`src/design/patd_defines.vh`:
```
// constants for the pwm active tamper detector
`ifndef PATD_DEFINES_VH
`define PATD_DEFINES_VH

// slow clock nominal rate in Hz and system clock rate in Hz
`define PATD_SLOW_HZ 32768
`define PATD_MCLK_HZ 40000000
// system clocks per slow-clock edge (rounded down)
`define PATD_SLOW_DIV (`PATD_MCLK_HZ / `PATD_SLOW_HZ)
// counter width for the divider
`define PATD_DIV_W 11
// last divider count of a slow period, and mid-period sample point
`define PATD_DIV_LAST 11'h4C3
`define PATD_SAMPLE_AT 11'h261
// number of independent detector instances (two per port, two ports)
`define PATD_NUM 4
// reset values: toggle low, previous sample holds match
`define PATD_DRIVE_RST 1'b0
`define PATD_PREV_RST 1'b1
`define PATD_OK_RST 1'b1
`define PATD_SENSE_RST 1'b0

`endif

```
`src/design/patd_top.v`:
```
// active tamper detector: square-wave drive, sense compare, ok status
// How it works
// - drive output toggles every slow clock edge
// - drive and stored sample advance only on slow clock enables
// - xnor compares drive against sense
// - each slow edge stores equivalence result
// - ok equals live result or stored sample
// - ok low only after two mismatches
// - one sample clocked, one evaluated live
// - detection within about two slow cycles
// - ok falling edge usable as wake
// - three pins per instance, four instances
`include "patd_defines.vh"
`default_nettype none

module patd_top (
  // clock and reset
  input wire I_MCLK,
  input wire I_RST_N,
  // loop sense inputs, one per instance
  input wire [`PATD_NUM-1:0] I_SENSE,
  // loop drive outputs
  output reg [`PATD_NUM-1:0] O_DRIVE,
  // ok status, active high, one per instance
  output reg [`PATD_NUM-1:0] O_OK,
  // one-cycle pulse on a falling ok (wake request)
  output reg O_WAKE
);

  // half-period phase codes
  localparam PH_LEAD = 2'b01;
  localparam PH_TRAIL = 2'b10;

  // divider state
  reg [`PATD_DIV_W-1:0] div_cnt;
  reg [`PATD_DIV_W-1:0] next_div_cnt;
  reg [1:0] phase;
  reg [1:0] next_phase;
  // slow rate enables: drive toggle and mid-period sample
  reg toggle_en;
  reg sample_en;
  reg next_toggle_en;
  reg next_sample_en;
  // sense synchroniser stages
  reg [`PATD_NUM-1:0] sense_meta;
  reg [`PATD_NUM-1:0] sense_sync;
  // stored comparison sample per instance
  reg [`PATD_NUM-1:0] prev_eq;
  // live comparison and next status per instance
  wire [`PATD_NUM-1:0] live_eq;
  wire [`PATD_NUM-1:0] next_ok;
  // status falls, one bit per instance
  wire [`PATD_NUM-1:0] ok_fall;
  wire next_wake;

  // equivalence of drive and sense levels
  function eq_bit;
    input drv;
    input sns;
    begin
      eq_bit = ~(drv ^ sns);
    end
  endfunction

  // divider count compare
  function at_count;
    input [`PATD_DIV_W-1:0] cnt;
    input [`PATD_DIV_W-1:0] val;
    begin
      at_count = (cnt == val);
    end
  endfunction

  // slow period counter
  always @* begin
    if (at_count(div_cnt, `PATD_DIV_LAST)) begin
      next_div_cnt = {`PATD_DIV_W{1'b0}};
    end else begin
      next_div_cnt = div_cnt + 1'b1;
    end
  end

  always @(posedge I_MCLK) begin
    if (!I_RST_N) begin
      div_cnt <= {`PATD_DIV_W{1'b0}};
    end else begin
      div_cnt <= next_div_cnt;
    end
  end

  // half-period phase tracker
  always @* begin
    case (phase)
      PH_LEAD: begin
        if (at_count(div_cnt, `PATD_SAMPLE_AT)) begin
          next_phase = PH_TRAIL;
        end else begin
          next_phase = PH_LEAD;
        end
      end
      PH_TRAIL: begin
        if (at_count(div_cnt, `PATD_DIV_LAST)) begin
          next_phase = PH_LEAD;
        end else begin
          next_phase = PH_TRAIL;
        end
      end
      default: begin
        next_phase = PH_LEAD;
      end
    endcase
  end

  always @(posedge I_MCLK) begin
    if (!I_RST_N) begin
      phase <= PH_LEAD;
    end else begin
      phase <= next_phase;
    end
  end

  // sampling sits half a period from the toggle so that both
  // mismatch samples see the same drive level
  always @* begin
    next_toggle_en = 1'b0;
    next_sample_en = 1'b0;
    case (phase)
      PH_LEAD: begin
        next_sample_en = at_count(div_cnt, `PATD_SAMPLE_AT);
      end
      PH_TRAIL: begin
        next_toggle_en = at_count(div_cnt, `PATD_DIV_LAST);
      end
      default: begin
        next_toggle_en = 1'b0;
        next_sample_en = 1'b0;
      end
    endcase
  end

  // one-cycle enables
  always @(posedge I_MCLK) begin
    if (!I_RST_N) begin
      toggle_en <= 1'b0;
      sample_en <= 1'b0;
    end else begin
      toggle_en <= next_toggle_en;
      sample_en <= next_sample_en;
    end
  end

  // two-flop synchroniser on each sense pin
  genvar s;
  generate
    for (s = 0; s < `PATD_NUM; s = s + 1) begin : g_sync
      always @(posedge I_MCLK) begin
        if (!I_RST_N) begin
          sense_meta[s] <= `PATD_SENSE_RST;
          sense_sync[s] <= `PATD_SENSE_RST;
        end else begin
          sense_meta[s] <= I_SENSE[s];
          sense_sync[s] <= sense_meta[s];
        end
      end
    end
  endgenerate

  // per-instance detector
  genvar g;
  generate
    for (g = 0; g < `PATD_NUM; g = g + 1) begin : g_det
      // unclocked comparison sample
      assign live_eq[g] = eq_bit(O_DRIVE[g], sense_sync[g]);
      // either sample matching keeps the status high
      assign next_ok[g] = live_eq[g] | prev_eq[g];
      assign ok_fall[g] = O_OK[g] & ~next_ok[g];

      // square-wave drive
      always @(posedge I_MCLK) begin
        if (!I_RST_N) begin
          O_DRIVE[g] <= `PATD_DRIVE_RST;
        end else if (toggle_en) begin
          O_DRIVE[g] <= ~O_DRIVE[g];
        end
      end

      // stored sample
      always @(posedge I_MCLK) begin
        if (!I_RST_N) begin
          prev_eq[g] <= `PATD_PREV_RST;
        end else if (sample_en) begin
          prev_eq[g] <= live_eq[g];
        end
      end

      // status register
      always @(posedge I_MCLK) begin
        if (!I_RST_N) begin
          O_OK[g] <= `PATD_OK_RST;
        end else begin
          O_OK[g] <= next_ok[g];
        end
      end
    end
  endgenerate

  // any instance falling raises wake
  assign next_wake = |ok_fall;

  always @(posedge I_MCLK) begin
    if (!I_RST_N) begin
      O_WAKE <= 1'b0;
    end else begin
      O_WAKE <= next_wake;
    end
  end

endmodule

`default_nettype wire

```
`config.mk`:
```
export PLATFORM = sky130hd
export DESIGN_NAME = patd_top
export DESIGN_NICKNAME = d
export VERILOG_FILES = /design/src/design/patd_top.v
export VERILOG_INCLUDE_DIRS = /design/src /design/src/design
export SDC_FILE = /design/constraint.sdc
export NUM_CORES = 1
export LEC_CHECK = 0
export BUFFER_PORTS_ARGS = -buffer_cell sky130_fd_sc_hd__buf_4
export CORE_UTILIZATION = 24
export DETAILED_ROUTE_END_ITERATION = 10
export SYNTH_ARGS = -nofsm -noshare
export SYNTH_HDL_FRONTEND = slang
export SYNTH_SLANG_ARGS = --single-unit
```
`constraint.sdc`:
```
create_clock -name I_MCLK -period 2.17 [get_ports I_MCLK]
set_clock_uncertainty 0.2 [all_clocks]
set_input_delay 0.3255 -clock I_MCLK [delete_from_list [all_inputs] [get_ports I_MCLK]]
set_output_delay 0.3255 -clock I_MCLK [all_outputs]
set_load 0.005 [all_outputs]
```
==> results of run 1 <==
-- routing by layer --
metal,part of all wire,wire length (um),track usage
met5,0,0,0
met1,0.47,1130,0.0988
met3,0.046,111,0.0282
met4,0.023,56,0.0556
met2,0.47,1130,0.150
-- cell usage in the layout (no fill, tap or decap) --
cell / n
o31a_2: 1
a21oi_1: 7
clkinv_1: 1
o21ai_0: 4
clkinvlp_4: 1
and2_1: 8
nand2b_1: 3
clkbuf_8: 6
or3_1: 8
nor2_1: 10
o32ai_1: 1
or3b_2: 1
clkbuf_1: 1
nor3_1: 1
nand4_1: 3
mux2i_1: 4
o31ai_1: 3
a211o_1: 1
xnor2_1: 9
or4_1: 3
xor2_1: 2
or4_4: 1
nor3b_1: 2
nand2_1: 5
inv_1: 7
buf_4: 15
dfxtp_1: 36
o31a_1: 1
and3_1: 1
o31ai_4: 1
nand3_1: 5
ha_1: 4
nand4b_1: 1
-- logic make-up after synthesis --
family / share of synthesized area
mux: 0.0289
xor+xnor: 0.0696
fa+ha+maj: 0.0361
simple gates: 0.214
buf+inv: 0.0334
flops: 0.520
compound gates: 0.0976
-- registers in the layout (all words and copies together) (netlist names) --
name	cells
phase	2
sense_sync	4
prev_eq	4
sense_meta	4
O_WAKE	1
sample_en	1
div_cnt	11
O_OK	4
toggle_en	1
O_DRIVE	4
-- stage by stage --
step	worst slack, ns	cells	power, mW
4_1_cts	0.224	229	1.23
5_1_grt	0.121	229	1.27
3_5_place_dp	0.237	221	0.739
3_3_place_gp	0.238	221	0.739
2_1_floorplan	0.336	138	0.722
6_report	0.215	229	1.22
-- critical path: stages (launching register included) --
cell,delay (ns)
dfxtp_1,0.36
or4_1,0.65
o31ai_4,0.51
nor2_1,0.10
-- worst paths after layout --
check / startpoint / to / slack, ns / cells after the start
worst max-delay path: div_cnt[2] / div_cnt[4] / 0.21 / 3
worst max register to register: div_cnt[2] / div_cnt[4] / 0.21 / 3
worst min register to register: sense_meta[0] / sense_sync[0] / 0.23 / 1
worst min-delay path: I_SENSE[2] / sense_meta[2] / 0.04 / 2
-- power by group --
part	switching, mW	leakage [nW]	internal (mW)
clock network	0.235	0.0445	0.258
logic	0.0220	0.263	0.0192
registers	0.00960	0.293	0.672
-- cell type report --
class                   instances  area share
repair buffers                 15      0.0676
multi-input cells              90       0.371
flip-flops and latches         36       0.433
clock buffers                   7      0.0518
clock inverters                 1     0.00451
inverters                       8      0.0180
well taps                      72      0.0541
==> impl_metrics.csv, run 1 <==
group,metric,value,unit
status,status,"finished clean",
global_routing,grt_overflow,0,
cts,cts_tree,"done",
die,ioPinCount,15,
finish,layout.nets,166,
global_routing,grt_pass1_vias,975,
logic_synthesis,ys_async_sr_fraction,0,
sta,tns,0,ns
cts,numCtsBuffers,5,
sta,relSlewSlack,0.691,
logic_synthesis,yosys-top-cells-area,"dfxtp_1, xnor2_1, and2_1, ha_1, or3_1",
setup_path,worstSetupEndpointType,"register",
setup_path,start_kind,"register",
sta,max_slew.worst_pin.slew,0.463,ns
cts,hold_buffers,0,
cts,root_buffer,"clkbuf_8",
finish,drive_gt1_frac,0.166,
logic_synthesis,ys_types,31,
setup_path,cp_max_fo,10,
logic_synthesis,synth_top_area_frac,0.520,
die,die_h,78.0,um
placed_design,port_buffers,14,
die,core,5540,sq um
cts,cts-resized-gates,0,
finish,final_core_util,0.301,
cts,post_cts_buffers,0,
route,wl_per_cell,10.6,um
cts,htreeDepth,2,
logic_synthesis,synthCells,138,
logic_synthesis,synth_edf_count,0,
die,start_util,0.250,
placed_design,place_area,1570,sq um
power,leakagePower,0.600,nW
logic_synthesis,synth_top_flop_cell,"dfxtp_1",
route,vias_per_cell,4.35,
logic_synthesis,synth_warnings,0,
finish,nFillCells,602,
cts,clk_pin_slew,0.07,ns
setup_path,required,2.13,ns
hold_path,hold_class,"input port to register",
finish,register_area,721,sq um
global_routing,grt_pass1_wl,4.24,mm
route,route.vias.total,996,
global_routing,antenna_found_initial,0,
setup_path,critPathArrivalTime,1.92,ns
route,firstDrtPassIters,4,
finish,antenna_cells,0,
global_routing,track_usage,0.0899,
route,antenna_left,0,
sta,slew_viol_final,0,
route,drtIter0Drc,21,
finish,syn2layout_area_growth,20.2,%
placed_design,dp_hpwl,1.71,mm
sta,period_share,0.901,
die,die_w,78.0,um
logic_synthesis,yosysMostFrequentCell,"dfxtp_1",
die,dieArea,6080,sq um
sta,rsz0062_at_grt,"false",
route,drt-total-wl,2.43,mm
placed_design,place_congestion,0.714,
sta,setup_violations,0,
flow_run,maxCapViolations,0,
setup_path,worstSetupPathType,"register to register",
global_routing,grt_max_degree,18,
power,power.density,730,nW/um^2
sta,max_freq,511,MHz
logic_synthesis,avgSynthCellArea,10.0,sq um
logic_synthesis,ys_ff_latch,36,
logic_synthesis,synth_area,1390,sq um
finish,multi_input_area,618,sq um
route,remaining_drc_errors,0,
logic_synthesis,synthTopCellsByCount,"dfxtp_1, nor2_1, xnor2_1",
sta,min_period,1.96,ns
logic_synthesis,synth_largest_area_cell,"dfxtp_1",
cts,worstSkewPairLatency,0.29,ns
sta,final-hold-violation-count,0,
logic_synthesis,synth_nets,148,
cts,cts.sinks,36,
finish,design_area,1670,sq um
power,ir_drop,0.238,mV
die,rows,27,
cts,cts_buffer_depth,2,
sta,hold-worst-slack,0.0384,ns
logic_synthesis,synth-seq-area-share,0.520,
No activity file was read; power rests on OpenSTA's default activity.
==> inputs of run 2 (changes only) <==
PLACE_DENSITY = 0.42   (was unset)
SKIP_CTS_REPAIR_TIMING = 1   (was unset)
==> impl_metrics.csv, run 2 (synthesized netlist as in run 1, its figures left out) <==
group,metric,value,unit
route,firstDrtPassIters,3,
global_routing,grt_overflow,0,
finish,nFillCells,598,
setup_path,r2r_slack,0.21,ns
finish,largest_reg_flops,11,
finish,final_common_cell,"dfxtp_1",
sta,tns,0,ns
die,ioPinCount,15,
finish,antenna_cells,0,
finish,drive_gt1_frac,0.166,
sta,period_share,0.902,
die,rows,27,
sta,max_slew.worst_pin.slew,0.466,ns
setup_path,worstReg2RegEnd,"div_cnt[2]",
route,antenna_left,0,
setup_path,worstSetupPathType,"register to register",
global_routing,track_usage,0.0987,
route,vias_per_cell,4.27,
setup_path,worstSetupEndpointType,"register",
cts,cts.sinks,36,
status,status,"finished clean",
placed_design,port_buffers,14,
placed_design,place_congestion,0.731,
setup_path,cp_max_fo,10,
sta,final-hold-violation-count,0,
finish,final_core_util,0.303,
finish,final_cell_mix,"dfxtp_1, buf_4, nor2_1",
cts,cts_tree,"done",
cts,htreeDepth,2,
sta,rsz0062_at_grt,"false",
placed_design,dp_slack,0.206,ns
global_routing,grt_pass1_wl,4.59,mm
hold_path,hold_start,"I_SENSE[3]",
placed_design,dp_hpwl,1.90,mm
route,remaining_drc_errors,0,
sta,fin_ws,0.213,ns
flow_run,maxCapViolations,0,
finish,syn2layout_area_growth,21.2,%
power,power,1.29,mW
power,leakagePower,0.610,nW
setup_path,worst_path_max_delay_cell,"or4_1",
die,die_h,78.0,um
hold_path,hold_class,"input port to register",
sta,setup_violations,0,
global_routing,antenna_found_initial,0,
sta,max_freq,511,MHz
global_routing,grt_max_degree,18,
hold_path,min_path_cells,2,
hold_path,holdPathEnd,"sense_meta[3]",
setup_path,start_kind,"register",
setup_path,required,2.12,ns
finish,register_area,721,sq um
finish,layout.nets,166,
placed_design,place_inst,221,
route,drtIter0Drc,20,
setup_path,critPathArrivalTime,1.91,ns
setup_path,slowest_delay,0.66,ns
sta,min_period,1.96,ns
sta,slew_viol_final,0,
die,start_util,0.250,
cts,worstSkewPairLatency,0.28,ns
power,ir_drop,0.222,mV
die,core,5540,sq um
cts,numCtsBuffers,5,
setup_path,ff2ff_path_depth,3,
sta,relSlewSlack,0.689,
cts,clk_pin_slew,0.07,ns
finish,multi_input_area,618,sq um
cts,root_buffer,"clkbuf_8",
die,dieArea,6080,sq um
die,die_w,78.0,um
cts,cts_buffer_depth,2,
finish,largest-register,"div_cnt",
setup_path,reg2reg_from,"div_cnt[2]",
finish,fin_cells,229,
route,wl_per_cell,11.6,um
route,drt-total-wl,2.66,mm
setup_path,path_cells,"or4_1 > o31ai_4 > nor2_1",
global_routing,grt_pass1_vias,1037,
power,power.density,767,nW/um^2
route,route.vias.total,977,
[run 2: how the worst max path moves through the flow]
stage / start / endpoint / depth (start not counted)
floorplan: div_cnt[2] / phase[0] / 4
global placement: div_cnt[2] / div_cnt[4] / 3
detailed placement: div_cnt[2] / div_cnt[2] / 3
CTS: div_cnt[2] / div_cnt[2] / 3
global route: div_cnt[2] / div_cnt[7] / 3
finish: div_cnt[2] / div_cnt[2] / 3
[run 2: power breakdown]
part / leakage (nW) / total (mW) / internal, mW / switching, mW
Combinational: 0.262 / 0.0449 / 0.0201 / 0.0249
Sequential: 0.293 / 0.680 / 0.672 / 0.00810
Clock: 0.0552 / 0.563 / 0.341 / 0.223
[run 2: area by class of cell]
cell class                      instances  area share
Tap cell                               72      0.0537
Inverter                                8      0.0179
Sequential cell                        36       0.429
Multi-Input combinational cell         90       0.368
Clock buffer                            6      0.0432
Timing Repair Buffer                   15      0.0671
Clock inverter                          2      0.0209
[run 2: critical path: cells and delay by family (launching register included)]
family | cells | cell delay [ns]
AOI/OAI and AO/OA | 1 | 0.52
DFF | 1 | 0.36
and+or+nand+nor | 2 | 0.76
[run 2: through the flow]
step	hold WS [ns]	instance area, sq um
floorplan	0.212	1390
global placement	0.217	1570
detailed placement	0.218	1570
CTS	0.0359	1680
global route	0.0420	1680
finish	0.0483	1680
[run 2: routing by layer]
metal  GRT usage  part of all wire  wire length, um
met1       0.108              0.47             1260
met2       0.165              0.46             1220
met3      0.0329             0.043              115
met4      0.0574             0.024               63
met5           0                 0                0
==> inputs of run 3 (changes only) <==
CORE_MARGIN = 2   (was unset)
clock period = 2.3 ns   (was 2.17 ns; I/O delays follow)
==> impl_metrics.csv, run 3 (synthesized netlist as in run 1, its figures left out) <==
group,metric,value,unit
setup_path,path_delay_family,"simple AND/OR/NAND/NOR gates",
route,wl_per_cell,11.5,um
setup_path,critical_path_depth,3,
placed_design,dp_hpwl,1.85,mm
die,die_h,80.0,um
setup_path,cp_num_buf_inv,0,
die,ioPinCount,15,
placed_design,place_area,1560,sq um
power,power,1.22,mW
global_routing,top_usage_layer,"met2",
sta,slew_viol_final,0,
placed_design,dp_slack,0.343,ns
route,drtIter0Drc,33,
finish,syn2layout_area_growth,20.7,%
sta,tns,0,ns
setup_path,worstSetupEndpointType,"register",
power,leakagePower,0.605,nW
finish,largest_reg_flops,11,
die,dieArea,6400,sq um
cts,htreeDepth,2,
route,route.vias.total,1004,
setup_path,critPathArrivalTime,1.91,ns
finish,final_cell_mix,"dfxtp_1, buf_4, nor2_1",
power,power.density,733,nW/um^2
global_routing,track_usage,0.0957,
global_routing,grt_pass1_wl,4.67,mm
setup_path,worstSetupPathType,"register to register",
finish,antenna_cells,0,
route,drt-total-wl,2.63,mm
global_routing,grt_max_degree,18,
global_routing,grt_overflow,0,
cts,cts_buffer_depth,2,
setup_path,worst_path_max_delay_cell,"or4_1",
global_routing,antenna_found_initial,0,
status,status,"finished clean",
die,core,5540,sq um
global_routing,grt_pass1_vias,1024,
die,start_util,0.250,
hold_path,min_path_cells,2,
sta,relSlewSlack,0.685,
sta,min_period,1.96,ns
cts,cts_tree,"done",
cts,root_buffer,"clkbuf_8",
placed_design,place_congestion,0.724,
setup_path,required,2.25,ns
die,die_w,80.0,um
hold_path,hold_class,"input port to register",
setup_path,slowest_delay,0.66,ns
sta,setup_violations,0,
sta,final-hold-violation-count,0,
placed_design,place_inst,220,
finish,layout.nets,165,
finish,fin_cells,228,
route,remaining_drc_errors,0,
sta,fin_ws,0.341,ns
setup_path,ff2ff_path_depth,3,
global_routing,grt_use_met1,0.110,
finish,final_common_cell,"dfxtp_1",
cts,clk_pin_slew,0.07,ns
route,vias_per_cell,4.40,
flow_run,maxCapViolations,0,
route,firstDrtPassIters,4,
finish,final_core_util,0.302,
route,antenna_left,0,
finish,drive_gt1_frac,0.160,
sta,period_share,0.852,
sta,rsz0062_at_grt,"false",
placed_design,port_buffers,14,
sta,hold-worst-slack,0.0626,ns
cts,worstSkewPairLatency,0.28,ns
sta,max_freq,510,MHz
die,rows,27,
finish,design_area,1670,sq um
setup_path,path_cells,"or4_1 > o31ai_4 > a21oi_1",
power,ir_drop,0.255,mV
cts,cts.sinks,36,
global_routing,grt_util_met3,0.0305,
setup_path,start_kind,"register",
sta,max_slew.worst_pin.slew,0.472,ns
setup_path,cp_max_fo,10,
cts,numCtsBuffers,5,
finish,largest-register,"div_cnt",
global_routing,met2_usage,0.156,
[run 3: power by group]
part	internal [mW]	leakage, nW	switching, mW
combinational	0.0174	0.257	0.0210
sequential	0.634	0.293	0.00920
clock	0.322	0.0552	0.221
total	0.973	0.605	0.252
[run 3: layer usage]
layer	share of wire	wire length (um)
met5	0	0
met4	0.021	54
met3	0.036	94
met2	0.48	1260
met1	0.47	1230
[run 3: cell type report]
class                      count  area [sq um]
sequential                    36           721
fill                         605          3870
clock inverter                 2          35.0
multi-input combinational     90           618
inverter                       8          30.0
tap                           72          90.1
timing repair buffer          14           105
clock buffer                   6          72.6
[run 3: path summary, 6_finish.rpt]
check / to / start / slack, ns
setup / recovery: div_cnt[10] / div_cnt[2] / 0.34
hold / removal: sense_meta[0] / I_SENSE[0] / 0.06
setup reg to reg: div_cnt[10] / div_cnt[2] / 0.34
hold reg to reg: sense_sync[1] / sense_meta[1] / 0.23
